### config.mk
export PLATFORM = sky130hd
export DESIGN_NAME = tch_handoff
export DESIGN_NICKNAME = d
export VERILOG_FILES = /design/src/logic/tch_pkg.sv /design/src/logic/tch_sync3.sv /design/src/logic/tch_rdy_gate.sv /design/src/logic/tch_handoff.sv
export SDC_FILE = /design/constraint.sdc
export NUM_CORES = 1
export LEC_CHECK = 0
export ABC_CLOCK_PERIOD_IN_PS = 6900
export BUFFER_PORTS_ARGS = -buffer_cell sky130_fd_sc_hd__buf_2
export CORE_AREA = 2 2 167 169
export DETAILED_ROUTE_END_ITERATION = 8
export DIE_AREA = 0 0 169 171
export PLACE_DENSITY = 0.78
export RECOVER_POWER = 100
export SYNTH_ARGS = -nofsm -noshare
export SYNTH_HDL_FRONTEND = slang
export SYNTH_HIERARCHICAL = 1
export SYNTH_SLANG_ARGS = --single-unit
### constraint.sdc
create_clock -name clock -period 6.9 [get_ports clock]
set_input_delay 1.035 -clock clock [delete_from_list [all_inputs] [get_ports clock]]
set_output_delay 1.035 -clock clock [all_outputs]
set_load 0.02 [all_outputs]
### src/logic/tch_pkg.sv
// Shared constants and types for the two-stage configuration handoff
package tch_pkg;
    localparam int CLK_MHZ = 50;
    localparam int RDY_MIN_CYC = 2;
    localparam int RDY_MAX_CYC = 12;
    localparam int BAR0_MBYTE = 128;
    localparam logic [31:0] BAR0_LIMIT = 32'(BAR0_MBYTE * 1024 * 1024);
    localparam logic [7:0] ADDR_CTRL = 8'h00;
    localparam logic [7:0] ADDR_STATUS = 8'h04;
    localparam logic [7:0] ADDR_WCOUNT = 8'h08;
    localparam logic [31:0] CTRL_RESET = 32'h0000_0001;
    localparam int CTRL_FWD_EN = 0;
    localparam int ST_RDY_BIT = 0;
    localparam int ST_LNK_BIT = 1;
    localparam int ST_BOOT_BIT = 2;
    localparam int ST_STATE_LSB = 4;
    localparam logic [1:0] RESP_OKAY = 2'h0;
    localparam logic [1:0] RESP_SLVERR = 2'h2;
    localparam int STARTUP_DRV_W = 8;
    localparam int STARTUP_OBS_W = 5;
    localparam int BOOT_FLAG_IDX = 0;
    localparam logic [3:0] CNT_RESET = 4'h0;

    typedef enum logic [1:0] {
        K_MEM_RD = 2'b00,
        K_MEM_WR = 2'b01,
        K_VDM    = 2'b10,
        K_OTHER  = 2'b11
    } tch_kind_e;

    typedef enum logic [2:0] {
        S_IDLE = 3'b000,
        S_WR   = 3'b001,
        S_DROP = 3'b010,
        S_CPL  = 3'b011,
        S_OFF  = 3'b100
    } tch_state_e;

    // One receive beat; header beats carry kind and address, data beats data
    typedef struct packed {
        tch_kind_e   kind;
        logic        bar0_hit;
        logic        last;
        logic [7:0]  tag;
        logic [15:0] req_id;
        logic [31:0] addr;
        logic [31:0] data;
    } tch_rx_s;

    typedef struct packed {
        logic        valid;
        logic [7:0]  tag;
        logic [15:0] req_id;
        logic [31:0] data;
    } tch_cpl_s;

    // Critical core inputs that must read as deasserted before handoff
    typedef struct packed {
        logic tx_valid;
        logic tx_last;
        logic rx_ready;
        logic cfg_req;
        logic intr_req;
        logic pm_req;
    } tch_crit_s;

    // Configuration access port: select, direction and write data (read data comes back on icap_rdata)
    typedef struct packed {
        logic        sel_n;
        logic        rd_n;
        logic [31:0] wdata;
    } tch_icap_s;
endpackage : tch_pkg

### src/logic/tch_sync3.sv
// Three-flop synchroniser that changes only when the last two flops agree
`timescale 1ns/1ps
`default_nettype none
module tch_sync3
    import tch_pkg::*;
(
    input  wire logic clock,
    input  wire logic rst_n,
    input  wire logic din,
    output logic      dout
);
    typedef struct packed {
        logic ff1;
        logic ff2;
        logic ff3;
        logic out;
    } tch_sync_s;

    tch_sync_s st_q;
    tch_sync_s st_d;

    always_comb begin
        st_d = st_q;
        st_d.ff1 = din;
        st_d.ff2 = st_q.ff1;
        st_d.ff3 = st_q.ff2;
        if (st_q.ff2 == st_q.ff3) begin
            st_d.out = st_q.ff3;
        end
    end

    always_ff @(posedge clock or negedge rst_n) begin
        if (!rst_n) begin
            st_q <= '0;
        end else begin
            st_q <= st_d;
        end
    end

    assign dout = st_q.out;
endmodule : tch_sync3
`default_nettype wire

### src/logic/tch_rdy_gate.sv
// Sticky ready flag raised a few cycles after boot end, only when idle
`timescale 1ns/1ps
`default_nettype none
module tch_rdy_gate
    import tch_pkg::*;
(
    input  wire logic clock,
    input  wire logic rst_n,
    input  wire logic boot_done,
    input  wire logic busy,
    output logic      rdy
);
    typedef struct packed {
        logic [3:0] cnt;
        logic       rdy;
    } tch_gate_s;

    tch_gate_s st_q;
    tch_gate_s st_d;

    always_comb begin
        st_d = st_q;
        if (boot_done && st_q.cnt != 4'hF) begin
            st_d.cnt = st_q.cnt + 4'h1;
        end
        // Never released again short of reconfiguration
        if (boot_done && st_q.cnt >= 4'(RDY_MIN_CYC) && !busy) begin
            st_d.rdy = 1'b1;
        end
    end

    always_ff @(posedge clock or negedge rst_n) begin
        if (!rst_n) begin
            st_q <= '{cnt: CNT_RESET, rdy: 1'b0};
        end else begin
            st_q <= st_d;
        end
    end

    assign rdy = st_q.rdy;
endmodule : tch_rdy_gate
`default_nettype wire

### src/logic/tch_handoff.sv
// Top of the two-stage configuration handoff: gating, drain completer, bus
`timescale 1ns/1ps
`default_nettype none
module tch_handoff
    import tch_pkg::*;
(
    input  wire logic                     clock,
    input  wire logic                     rst_n,
    input  wire logic                     core_reset_req,
    input  wire logic                     core_link_up,
    input  wire logic                     rx_valid,
    input  wire tch_rx_s                  rx_beat,
    output logic                          rx_ready,
    output tch_cpl_s                      cpl_out,
    input  wire logic                     cpl_ready,
    input  wire tch_crit_s                user_crit,
    output tch_crit_s                     core_crit,
    input  wire tch_icap_s                user_icap,
    output tch_icap_s                     icap_out,
    input  wire logic [31:0]              icap_rdata,
    output logic [31:0]                   user_icap_rdata,
    input  wire logic [STARTUP_DRV_W-1:0] user_startup_drv,
    output logic [STARTUP_DRV_W-1:0]      startup_drv,
    input  wire logic [STARTUP_OBS_W-1:0] startup_obs,
    output logic [STARTUP_OBS_W-1:0]      user_startup_obs,
    output logic                          user_clock,
    output logic                          user_reset,
    output logic                          user_lnk_up,
    output logic                          user_app_rdy,
    input  wire logic [7:0]               s_axi_awaddr,
    input  wire logic                     s_axi_awvalid,
    output logic                          s_axi_awready,
    input  wire logic [31:0]              s_axi_wdata,
    input  wire logic [3:0]               s_axi_wstrb,
    input  wire logic                     s_axi_wvalid,
    output logic                          s_axi_wready,
    output logic [1:0]                    s_axi_bresp,
    output logic                          s_axi_bvalid,
    input  wire logic                     s_axi_bready,
    input  wire logic [7:0]               s_axi_araddr,
    input  wire logic                     s_axi_arvalid,
    output logic                          s_axi_arready,
    output logic [31:0]                   s_axi_rdata,
    output logic [1:0]                    s_axi_rresp,
    output logic                          s_axi_rvalid,
    input  wire logic                     s_axi_rready
);
    // ------------------------------------------------------------
    // State
    // ------------------------------------------------------------
    typedef struct packed {
        tch_state_e                 st;
        logic                       cpl_pend;
        logic                       rx_ready;
        tch_cpl_s                   cpl;
        tch_crit_s                  crit;
        tch_icap_s                  icap;
        logic [31:0]                icap_rdata;
        logic [STARTUP_DRV_W-1:0]   su_drv;
        logic [STARTUP_OBS_W-1:0]   su_obs;
        logic                       reset;
        logic                       lnk_up;
        logic [31:0]                ctrl;
        logic [31:0]                wcount;
        logic                       aw_have;
        logic [7:0]                 awaddr;
        logic                       w_have;
        logic [31:0]                wdata;
        logic [3:0]                 wstrb;
        logic                       awready;
        logic                       wready;
        logic                       bvalid;
        logic [1:0]                 bresp;
        logic                       arready;
        logic                       rvalid;
        logic [31:0]                rdata;
        logic [1:0]                 rresp;
    } tch_top_s;

    tch_top_s st_q;
    tch_top_s st_d;
    logic     boot_done;
    logic     rdy;
    logic     busy;
    logic     rx_take;

    // Boot end flag comes from the startup primitive, another domain
    tch_sync3 u_boot_sync (
        .clock (clock),
        .rst_n (rst_n),
        .din   (startup_obs[BOOT_FLAG_IDX]),
        .dout  (boot_done)
    );

    assign busy = (st_q.st != S_IDLE) && (st_q.st != S_OFF);

    tch_rdy_gate u_rdy_gate (
        .clock     (clock),
        .rst_n     (rst_n),
        .boot_done (boot_done),
        .busy      (busy),
        .rdy       (rdy)
    );

    assign rx_take = rx_valid && st_q.rx_ready;

    function automatic logic [31:0] status_word(input tch_top_s s, input logic r,
                                               input logic b);
        logic [31:0] w;
        w = 32'h0000_0000;
        w[ST_RDY_BIT] = r;
        w[ST_LNK_BIT] = s.lnk_up;
        w[ST_BOOT_BIT] = b;
        w[ST_STATE_LSB +: 3] = s.st;
        return w;
    endfunction : status_word

    function automatic logic [31:0] merge_strb(input logic [31:0] old,
                                              input logic [31:0] nw,
                                              input logic [3:0] strb);
        logic [31:0] m;
        m = old;
        for (int i = 0; i < 4; i++) begin
            if (strb[i]) begin
                m[i*8 +: 8] = nw[i*8 +: 8];
            end
        end
        return m;
    endfunction : merge_strb

    always_comb begin
        st_d = st_q;
        // ------------------------------------------------------------
        // Drain completer
        // ------------------------------------------------------------
        st_d.icap.sel_n = 1'b1;
        st_d.icap.rd_n = 1'b1;
        unique case (st_q.st)
            S_IDLE: begin
                if (rdy) begin
                    st_d.st = S_OFF;
                end else if (rx_take) begin
                    unique case (rx_beat.kind)
                        K_MEM_RD: begin
                            // Any length is answered as a single zero dword
                            st_d.cpl.tag = rx_beat.tag;
                            st_d.cpl.req_id = rx_beat.req_id;
                            st_d.cpl.data = 32'h0000_0000;
                            st_d.cpl_pend = 1'b1;
                            st_d.st = rx_beat.last ? S_CPL : S_DROP;
                        end
                        K_MEM_WR: begin
                            // Bitstream only over BAR0 inside its aperture
                            if (rx_beat.bar0_hit && rx_beat.addr < BAR0_LIMIT) begin
                                st_d.st = rx_beat.last ? S_IDLE : S_WR;
                            end else begin
                                st_d.st = rx_beat.last ? S_IDLE : S_DROP;
                            end
                        end
                        K_VDM: begin
                            st_d.st = rx_beat.last ? S_IDLE : S_DROP;
                        end
                        K_OTHER: begin
                            st_d.st = rx_beat.last ? S_IDLE : S_DROP;
                        end
                    endcase
                end
            end
            S_WR: begin
                if (rx_take) begin
                    if (st_q.ctrl[CTRL_FWD_EN]) begin
                        st_d.icap.sel_n = 1'b0;
                        st_d.icap.rd_n = 1'b0;
                        st_d.icap.wdata = rx_beat.data;
                        st_d.wcount = st_q.wcount + 32'h0000_0001;
                    end
                    if (rx_beat.last) begin
                        st_d.st = S_IDLE;
                    end
                end
            end
            S_DROP: begin
                if (rx_take && rx_beat.last) begin
                    st_d.st = st_q.cpl_pend ? S_CPL : S_IDLE;
                end
            end
            S_CPL: begin
                st_d.cpl.valid = 1'b1;
                if (st_q.cpl.valid && cpl_ready) begin
                    st_d.cpl.valid = 1'b0;
                    st_d.cpl_pend = 1'b0;
                    st_d.st = S_IDLE;
                end
            end
            S_OFF: begin
                st_d.st = S_OFF;
            end
            default: begin
                st_d.st = S_IDLE;
            end
        endcase
        // Stop taking new requests once boot end is seen so handoff is clean
        st_d.rx_ready = ((st_d.st == S_IDLE) && !boot_done && !rdy)
                        || st_d.st == S_WR || st_d.st == S_DROP;

        // ------------------------------------------------------------
        // Handoff muxes and pass-through
        // ------------------------------------------------------------
        if (rdy) begin
            st_d.crit = user_crit;
            st_d.rx_ready = user_crit.rx_ready;
            st_d.icap = user_icap;
            st_d.su_drv = user_startup_drv;
        end else begin
            st_d.crit = '0;
            st_d.su_drv = '0;
        end
        st_d.icap_rdata = icap_rdata;
        st_d.su_obs = startup_obs;
        st_d.reset = core_reset_req;
        st_d.lnk_up = core_link_up;

        // ------------------------------------------------------------
        // AXI4-Lite slave
        // ------------------------------------------------------------
        if (s_axi_awvalid && st_q.awready) begin
            st_d.aw_have = 1'b1;
            st_d.awaddr = s_axi_awaddr;
        end
        if (s_axi_wvalid && st_q.wready) begin
            st_d.w_have = 1'b1;
            st_d.wdata = s_axi_wdata;
            st_d.wstrb = s_axi_wstrb;
        end
        if (st_q.bvalid && s_axi_bready) begin
            st_d.bvalid = 1'b0;
        end
        if (st_q.aw_have && st_q.w_have && !st_q.bvalid) begin
            st_d.aw_have = 1'b0;
            st_d.w_have = 1'b0;
            st_d.bvalid = 1'b1;
            st_d.bresp = RESP_OKAY;
            unique case (st_q.awaddr)
                ADDR_CTRL: st_d.ctrl = merge_strb(st_q.ctrl, st_q.wdata, st_q.wstrb);
                ADDR_STATUS: st_d.bresp = RESP_OKAY;
                ADDR_WCOUNT: st_d.wcount = st_d.wcount - st_q.wcount; // Same-cycle word survives
                default: st_d.bresp = RESP_SLVERR;
            endcase
        end
        st_d.awready = !st_d.aw_have && !st_d.bvalid;
        st_d.wready = !st_d.w_have && !st_d.bvalid;
        if (st_q.rvalid && s_axi_rready) begin
            st_d.rvalid = 1'b0;
        end
        if (s_axi_arvalid && st_q.arready) begin
            st_d.rvalid = 1'b1;
            st_d.rresp = RESP_OKAY;
            unique case (s_axi_araddr)
                ADDR_CTRL: st_d.rdata = st_q.ctrl;
                ADDR_STATUS: st_d.rdata = status_word(st_q, rdy, boot_done);
                ADDR_WCOUNT: st_d.rdata = st_q.wcount;
                default: begin
                    st_d.rdata = 32'h0000_0000;
                    st_d.rresp = RESP_SLVERR;
                end
            endcase
        end
        st_d.arready = !st_d.rvalid;
    end

    always_ff @(posedge clock or negedge rst_n) begin
        if (!rst_n) begin
            st_q <= '0;
            st_q.st <= S_IDLE;
            st_q.icap.sel_n <= 1'b1;
            st_q.icap.rd_n <= 1'b1;
            st_q.reset <= 1'b1;
            st_q.ctrl <= CTRL_RESET;
        end else begin
            st_q <= st_d;
        end
    end

    // ------------------------------------------------------------
    // Outputs
    // ------------------------------------------------------------
    assign rx_ready = st_q.rx_ready;
    assign cpl_out = st_q.cpl;
    assign core_crit = st_q.crit;
    assign icap_out = st_q.icap;
    assign user_icap_rdata = st_q.icap_rdata;
    assign startup_drv = st_q.su_drv;
    assign user_startup_obs = st_q.su_obs;
    // Exported as-is; user logic talking to the core must run on it
    assign user_clock = clock;
    assign user_reset = st_q.reset;
    assign user_lnk_up = st_q.lnk_up;
    assign user_app_rdy = rdy;
    assign s_axi_awready = st_q.awready;
    assign s_axi_wready = st_q.wready;
    assign s_axi_bvalid = st_q.bvalid;
    assign s_axi_bresp = st_q.bresp;
    assign s_axi_arready = st_q.arready;
    assign s_axi_rvalid = st_q.rvalid;
    assign s_axi_rdata = st_q.rdata;
    assign s_axi_rresp = st_q.rresp;

    // ------------------------------------------------------------
    // Assertions
    // ------------------------------------------------------------
    localparam int A_MAX = 12;
    logic [4:0] boot_age;
    always_ff @(posedge clock or negedge rst_n) begin
        if (!rst_n) begin
            boot_age <= 5'h00;
        end else if (boot_done && boot_age != 5'h1F) begin
            boot_age <= boot_age + 5'h01;
        end
    end
endmodule : tch_handoff
`default_nettype wire

==> metrics.txt, run 1 <==
Final Util 0.5842; status complete, but fails checks; Worst Tran Pin Value 4.057 ns; drt total wl 36,810 µm; Port Buffers 366; layout cells sized above 1 0.2334; Crit-path slowest cell dfstp_1; post-synthesis compound-gate area fraction 0.09861; CP delay by family, top compound AO/OA/AOI/OAI gates; CP cell instances nand4b_1, nor2_1, nand3_1, nor4_1, nand3_1, xnor2_1, ha_1, a211oi_1, o211ai_1, a41o_1, a31oi_1, o21ai_0, a221oi_1, o21bai_1, mux2_1, nor2_1; final net count 1,805; grt ovf 0; final clock skew 0.01794 ns; CTS hold repair buffers 0; final worst-path cycle share 0.7687; setup ws final about 1.6 ns; sequential area share after synthesis 0.4881; WS Path Type reg -> reg; CP max FO 10; Main synth FF type dfrtp_1; setup TNS 0 ns; Core Region around 0.027 mm²; post-place setup slack 1.928 ns; crit path DAT approximately 5.9 ns; Worst path max stage delay 0.63 ns; EDFF count, synth 0; VDD IR max 0.0002319 V; Post-CTS Setup Bufs 0; Worst-Skew Late Latency 0.69 ns; Row Count between 60 and 70; adder-cell share of the synthesized area 0.03237; global-route wire length before repair 55,790 µm; Post-CTS Resized 0; synthesized area per cell 10.70 µm²; Hold WS between 0.3 and 0.4 ns; failing checks max-capacitance violations, max-slew violations; Routability Congestion 0.9279; Achievable Freq around 190 MHz; LEAKAGE around 7.5 nW; simple-gate area share of the yosys netlist 0.09373; WP buf/inv 0; count of different cell masters after synthesis 64; post-route ant nets 0; Die ar. 0.02890 mm²; largest family of logic cells by synthesized area multiplexers; Worst Setup Start Kind register; final setup vio count 0; commonest non-fill, non-tap cell in the layout dfrtp_1; synthesis-to-layout area growth 13.12%; antenna violations before repair 3; WP data required 7.51 ns; number of global-route vias before repair 10,168; Vias/cell around 5.3; max-cap violation count 5; fin cells around 1,900; Worst-path clk slew approximately 0.060 ns; Starting Density 0.5164; Post-Place Cells 1,840; GRT Total Usage 0.2543; drt pass-1 iters 5; Synth async-reset ratio 1.000; CTS tree done; DR iter-0 viols 751; Final min period 5.304 ns; Ys Warns 6; most frequent cells in the layout 270 x dfrtp_1, 187 x buf_2, 181 x clkbuf_1; largest net degree at the start of global routing 169; fill count 2,372; CP endpoint kind register; max-slew violation count 376; DRC 0; Yosys reg bits 275; I/O pin cnt roughly 430; Post-Synth XOR/XNOR Area 0.03538; Post-Synthesis Cells 1,319; RSZ-0062 raised after global routing no; final number of hold-violating endpoints 0; Routed wire per std cell 19.33 µm; Die W 169 µm; Die H 171 µm; mux cell area share after synthesis 0.1297; Hold Crit Class in -> async; Vias 10,179; Pwr Density 470.2 mW/mm²; Syn Std Cell Area 0.01411 mm²; hpwl dp ~27,000 µm; Rel. slew slack -1.704
-- Yosys cell counts, drive strengths merged, types with 2 or more instances --
cell    number  area (µm²)
inv         48       180.2
and3        14       87.58
a41oi        2       17.52
o211ai       4       30.03
nor2b        8       50.05
mux2i       67       670.6
a211oi       3       27.52
a21o        18       135.1
nand3       19       95.09
a31o         3       26.28
clkbuf      46       172.7
a31oi        6       58.80
buf        184        1366
nand2      109       409.1
nand3b       2       15.01
xnor2       43       376.6
nor4        10       62.56
xor2        14       122.6
or4          2       15.01
a211o        2       17.52
nor2        62       235.2
dfrtp      271        6782
o31ai       32       240.2
o21ai       63       319.1
ha          34       425.4
mux2       103        1160
a21oi       68       351.6
o21a        10       75.07
dfstp        4       105.1
and2        17       106.4
o21bai       3       22.52
and4         2       17.52
nor3        16       85.08
nand4       11       68.82
nand2b       2       12.51
-- worst register-to-register path, cell delays in order (launching register included) --
cell and delay (ns):
dfstp_1 0.63, nand4b_1 0.16, nor2_1 0.62, nand3_1 0.33
nor4_1 0.45, nand3_1 0.15, xnor2_1 0.21, ha_1 0.31
a211oi_1 0.24, o211ai_1 0.16, a41o_1 0.33, a31oi_1 0.28
o21ai_0 0.22, a221oi_1 0.54, o21bai_1 0.17, mux2_1 0.33
nor2_1 0.10
-- where the power goes --
group	switching, W	internal (W)	total (W)	leakage (nW)
Combinational	0.00190	0.00155	0.00345	3.46
Clock	0.000709	0.00117	0.00187	0.600
Sequential	0.000244	0.00194	0.00218	3.39
-- path summary, 6_finish.rpt --
check,startpoint,end,slack [ns],cells after the start
worst max-delay path,st_q[119],st_q[111],1.60,16
worst min-delay path,rst_n,user_icap_rdata[15],0.36,1
worst max register to register,st_q[119],st_q[111],1.60,16
worst min register to register,u_boot_sync/st_d[2],u_boot_sync/st_d[1],0.38,0
max in group asynchronous,rst_n,startup_drv[5],2.08,2
min in group clock,u_boot_sync/st_d[2],u_boot_sync/st_d[1],0.38,0
-- registers in the layout, summed over array words and instances (netlist names), 2 cells and up --
register	flops
u_rdy_gate/st_q	4
user_icap_rdata	32
u_boot_sync/st_d	2
icap_out	34
s_axi_rdata	32
user_startup_obs	5
core_crit	6
cpl_out	25
startup_drv	8
st_q	114
-- metal layers --
layer	routed length (µm)	global-route usage	vias to the layer above
met5	0	0	-
met4	1193	0.09439	0
met3	3413	0.08721	72
met2	15760	0.3783	382
met1	16440	0.3455	4959
li1	-	-	4766
-- final cells by class --
type	count	area (µm²)	area share
repair buffers	371	1650	0.1034
flip-flops and latches	275	6888	0.4315
well taps	346	432.9	0.02712
clock buffers	43	954.7	0.05981
diodes	3	7.507	0.0004703
inverters	48	180.2	0.01129
clock inverters	19	252.7	0.01583
multi-input cells	799	5595	0.3506
-- metrics by stage --
stage	instance area (µm²)	power [W]
final	15960	0.007505
after global routing	15960	0.008027
after floorplan	14230	0.005090
after detailed placement	15040	0.005735
after CTS	16240	0.007659
after global placement	15040	0.005658
-- kinds of logic after synthesis --
group / count (synthesis)
compound gates: 221
fa+ha+maj: 36
simple gates: 281
flops: 275
xor+xnor: 57
other cells: 1
mux: 170
buf+inv: 278
No activity file was read; power rests on OpenSTA's default activity.
==> inputs of run 2 (changes only) <==
--- a/config.mk
+++ b/config.mk
@@ -5,11 +5,11 @@
 export SDC_FILE = /design/constraint.sdc
 export NUM_CORES = 1
 export LEC_CHECK = 0
-export ABC_CLOCK_PERIOD_IN_PS = 6900
+export ABC_CLOCK_PERIOD_IN_PS = 5150
 export BUFFER_PORTS_ARGS = -buffer_cell sky130_fd_sc_hd__buf_2
-export CORE_AREA = 2 2 167 169
+export CORE_MARGIN = 2
+export CORE_UTILIZATION = 52
 export DETAILED_ROUTE_END_ITERATION = 8
-export DIE_AREA = 0 0 169 171
 export PLACE_DENSITY = 0.78
 export RECOVER_POWER = 100
 export SYNTH_ARGS = -nofsm -noshare
==> constraint.sdc (replaced) <==
create_clock -name clock -period 5.15 [get_ports clock]
set_input_delay 0.7725 -clock clock [delete_from_list [all_inputs] [get_ports clock]]
set_output_delay 0.7725 -clock clock [all_outputs]
set_load 0.02 [all_outputs]
==> run 2 against run 1 <==
  * The flow still finishes with violations (max-capacitance violations, max-slew violations)
  * Non-clock buffer count rose by 3
  * Final cell count fell by 0.21%
  * Setup slack got worse by 0.95 ns
  * Clock power rose by 29%
  * Critical endpoint is now st_q[113]
  * Routed wire length fell by 1.2%
  * Clock skew fell by 0.0044 ns
  * Critical path depth did not move
  * Register-to-register slack got worse by 0.95 ns
  * Die area fell by 1.5%
  * Hold slack got worse by 0.15 ns
  * First-iteration DRC count rose by 0.53%
==> metrics.txt, run 2 (same netlist as run 1, synthesis figures left out) <==
largest net degree at the start of global routing 100; I/O pin cnt 428; post-route ant nets 0; setup ws final 0.6434 ns; GRT met1 Usage 0.2923; status complete, but fails checks; number of global-route vias before repair 10,112; final net count 1,807; Pwr Density 622.9 mW/mm²; Routability Congestion 0.9185; final clock skew 0.01355 ns; Post-Place Cells about 1,800; antenna violations before repair 6; Hold WS 0.2099 ns; post-place setup slack 0.4962 ns; Die H approximately 170 µm; fin cells 1,900; layout cells sized above 1 0.2418; Worst Setup Start Kind register; Vias between 10,000 and 15,000; Die ar. roughly 0.028 mm²; DRC 0; Worst-path clk slew 0.06 ns; crit path DAT 5.02 ns; hpwl dp 27,240 µm; Post-CTS Resized 0; Post-CTS Setup Bufs 0; Vias/cell 5.288; Largest Register st_q; final worst-path cycle share 0.8751; Port Buffers 366; WS Path Type reg -> reg; drt pass-1 iters 5; RSZ-0062 raised after global routing no; DR iter-0 viols 755; Row Count 60; Achievable Freq about 220 MHz; Starting Density 0.5265; global-route wire length before repair ~56,000 µm; Routed wire per std cell 19.14 µm; most frequent cells in the layout 270 x dfrtp_1, 201 x buf_2, 171 x clkbuf_1; CTS hold repair buffers 0; Rel. slew slack -1.663; max-slew violation count 233; Worst Tran Pin Value approximately 4 ns; failing checks max-capacitance violations, max-slew violations; met3 Use GR 0.04887; drt total wl 36,370 µm; CP endpoint kind register; Hold Crit Class in -> reg; CTS tree done; final setup vio count 0; WP data required between 5 and 6 ns; Final min period 4.507 ns; most crowded layer after global routing met2; CP max FO 8; grt ovf 0; Largest register FFs 114; Total Power Consumption between 0.009 and 0.01 W; LEAKAGE around 7.5 nW; final number of hold-violating endpoints 0; Die W 168.7 µm; GR met2 Demand/Resource 0.4512; Worst-Skew Late Latency between 0.6 and 0.7 ns; synthesis-to-layout area growth 13.10%; VDD IR max ~0.00036 V; setup TNS 0 ns; GRT Total Usage 0.2539; max-cap violation count 4; Core Region 0.02680 mm²; commonest non-fill, non-tap cell in the layout dfrtp_1
-- run 2: cell count changes in the layout (fill, tap and decap cells not counted), moves of 2 or more --
cell	delta
buf_2	+14
clkbuf_1	-10
buf_4	+3
clkinv_2	-3
clkbuf_8	+2
clkinv_4	-2
-- run 2: area by class of cell --
cell class                 instances  area, µm²
antenna                            4      10.01
clock buffer                      48      993.5
clock inverter                    11      161.4
fill                            2340      10840
inverter                          48      180.2
multi-input combinational        799       5604
sequential                       275       6888
tap                              341      426.7
timing repair buffer             374       1694
-- run 2: final timing paths --
check / depth (start not counted) / start / slack (ns) / endpoint
min: 1 / icap_rdata[27] / 0.21 / user_icap_rdata[27]
max: 16 / st_q[298] / 0.64 / st_q[113]
max in group asynchronous: 2 / rst_n / 1.37 / u_rdy_gate/rdy
min reg2reg: 0 / u_boot_sync/st_d[2] / 0.36 / u_boot_sync/st_d[1]
max reg2reg: 16 / st_q[298] / 0.64 / st_q[113]
min in group asynchronous: 1 / rst_n / 1.50 / user_startup_obs[4]
-- run 2: routing by layer --
metal | share of wire | routed length, µm
met5 | 0 | 0
met2 | 0.52 | 18740
met3 | 0.053 | 1935
met4 | 0.042 | 1526
met1 | 0.39 | 14170
-- run 2: critical path, stage by stage, from the launching register on --
cell	delay (ns)
dfrtp_1	0.48
nand4b_1	0.29
nor2_4	0.26
nand3_1	0.22
nor4_1	0.40
nand3_1	0.15
xnor2_1	0.22
ha_1	0.31
a211oi_1	0.23
o211ai_1	0.15
a41o_1	0.33
a31oi_1	0.33
o21ai_2	0.14
a221oi_2	0.37
o21a_1	0.23
xor2_1	0.16
a21oi_1	0.08
-- run 2: where the power goes --
part | switching, W | internal, W
Sequential | 0.000325 | 0.00260
Combinational | 0.00252 | 0.00209
Clock | 0.000888 | 0.00152
-- run 2: stage by stage --
| step | utilization | instance area [µm²] |
|---|---|---|
| global placement | 0.5618 | 15060 |
| floorplan | - | 14230 |
| detailed placement | 0.5618 | 15060 |
| finish | 0.5954 | 15960 |
| global route | 0.5954 | 15960 |
| CTS | 0.6047 | 16210 |
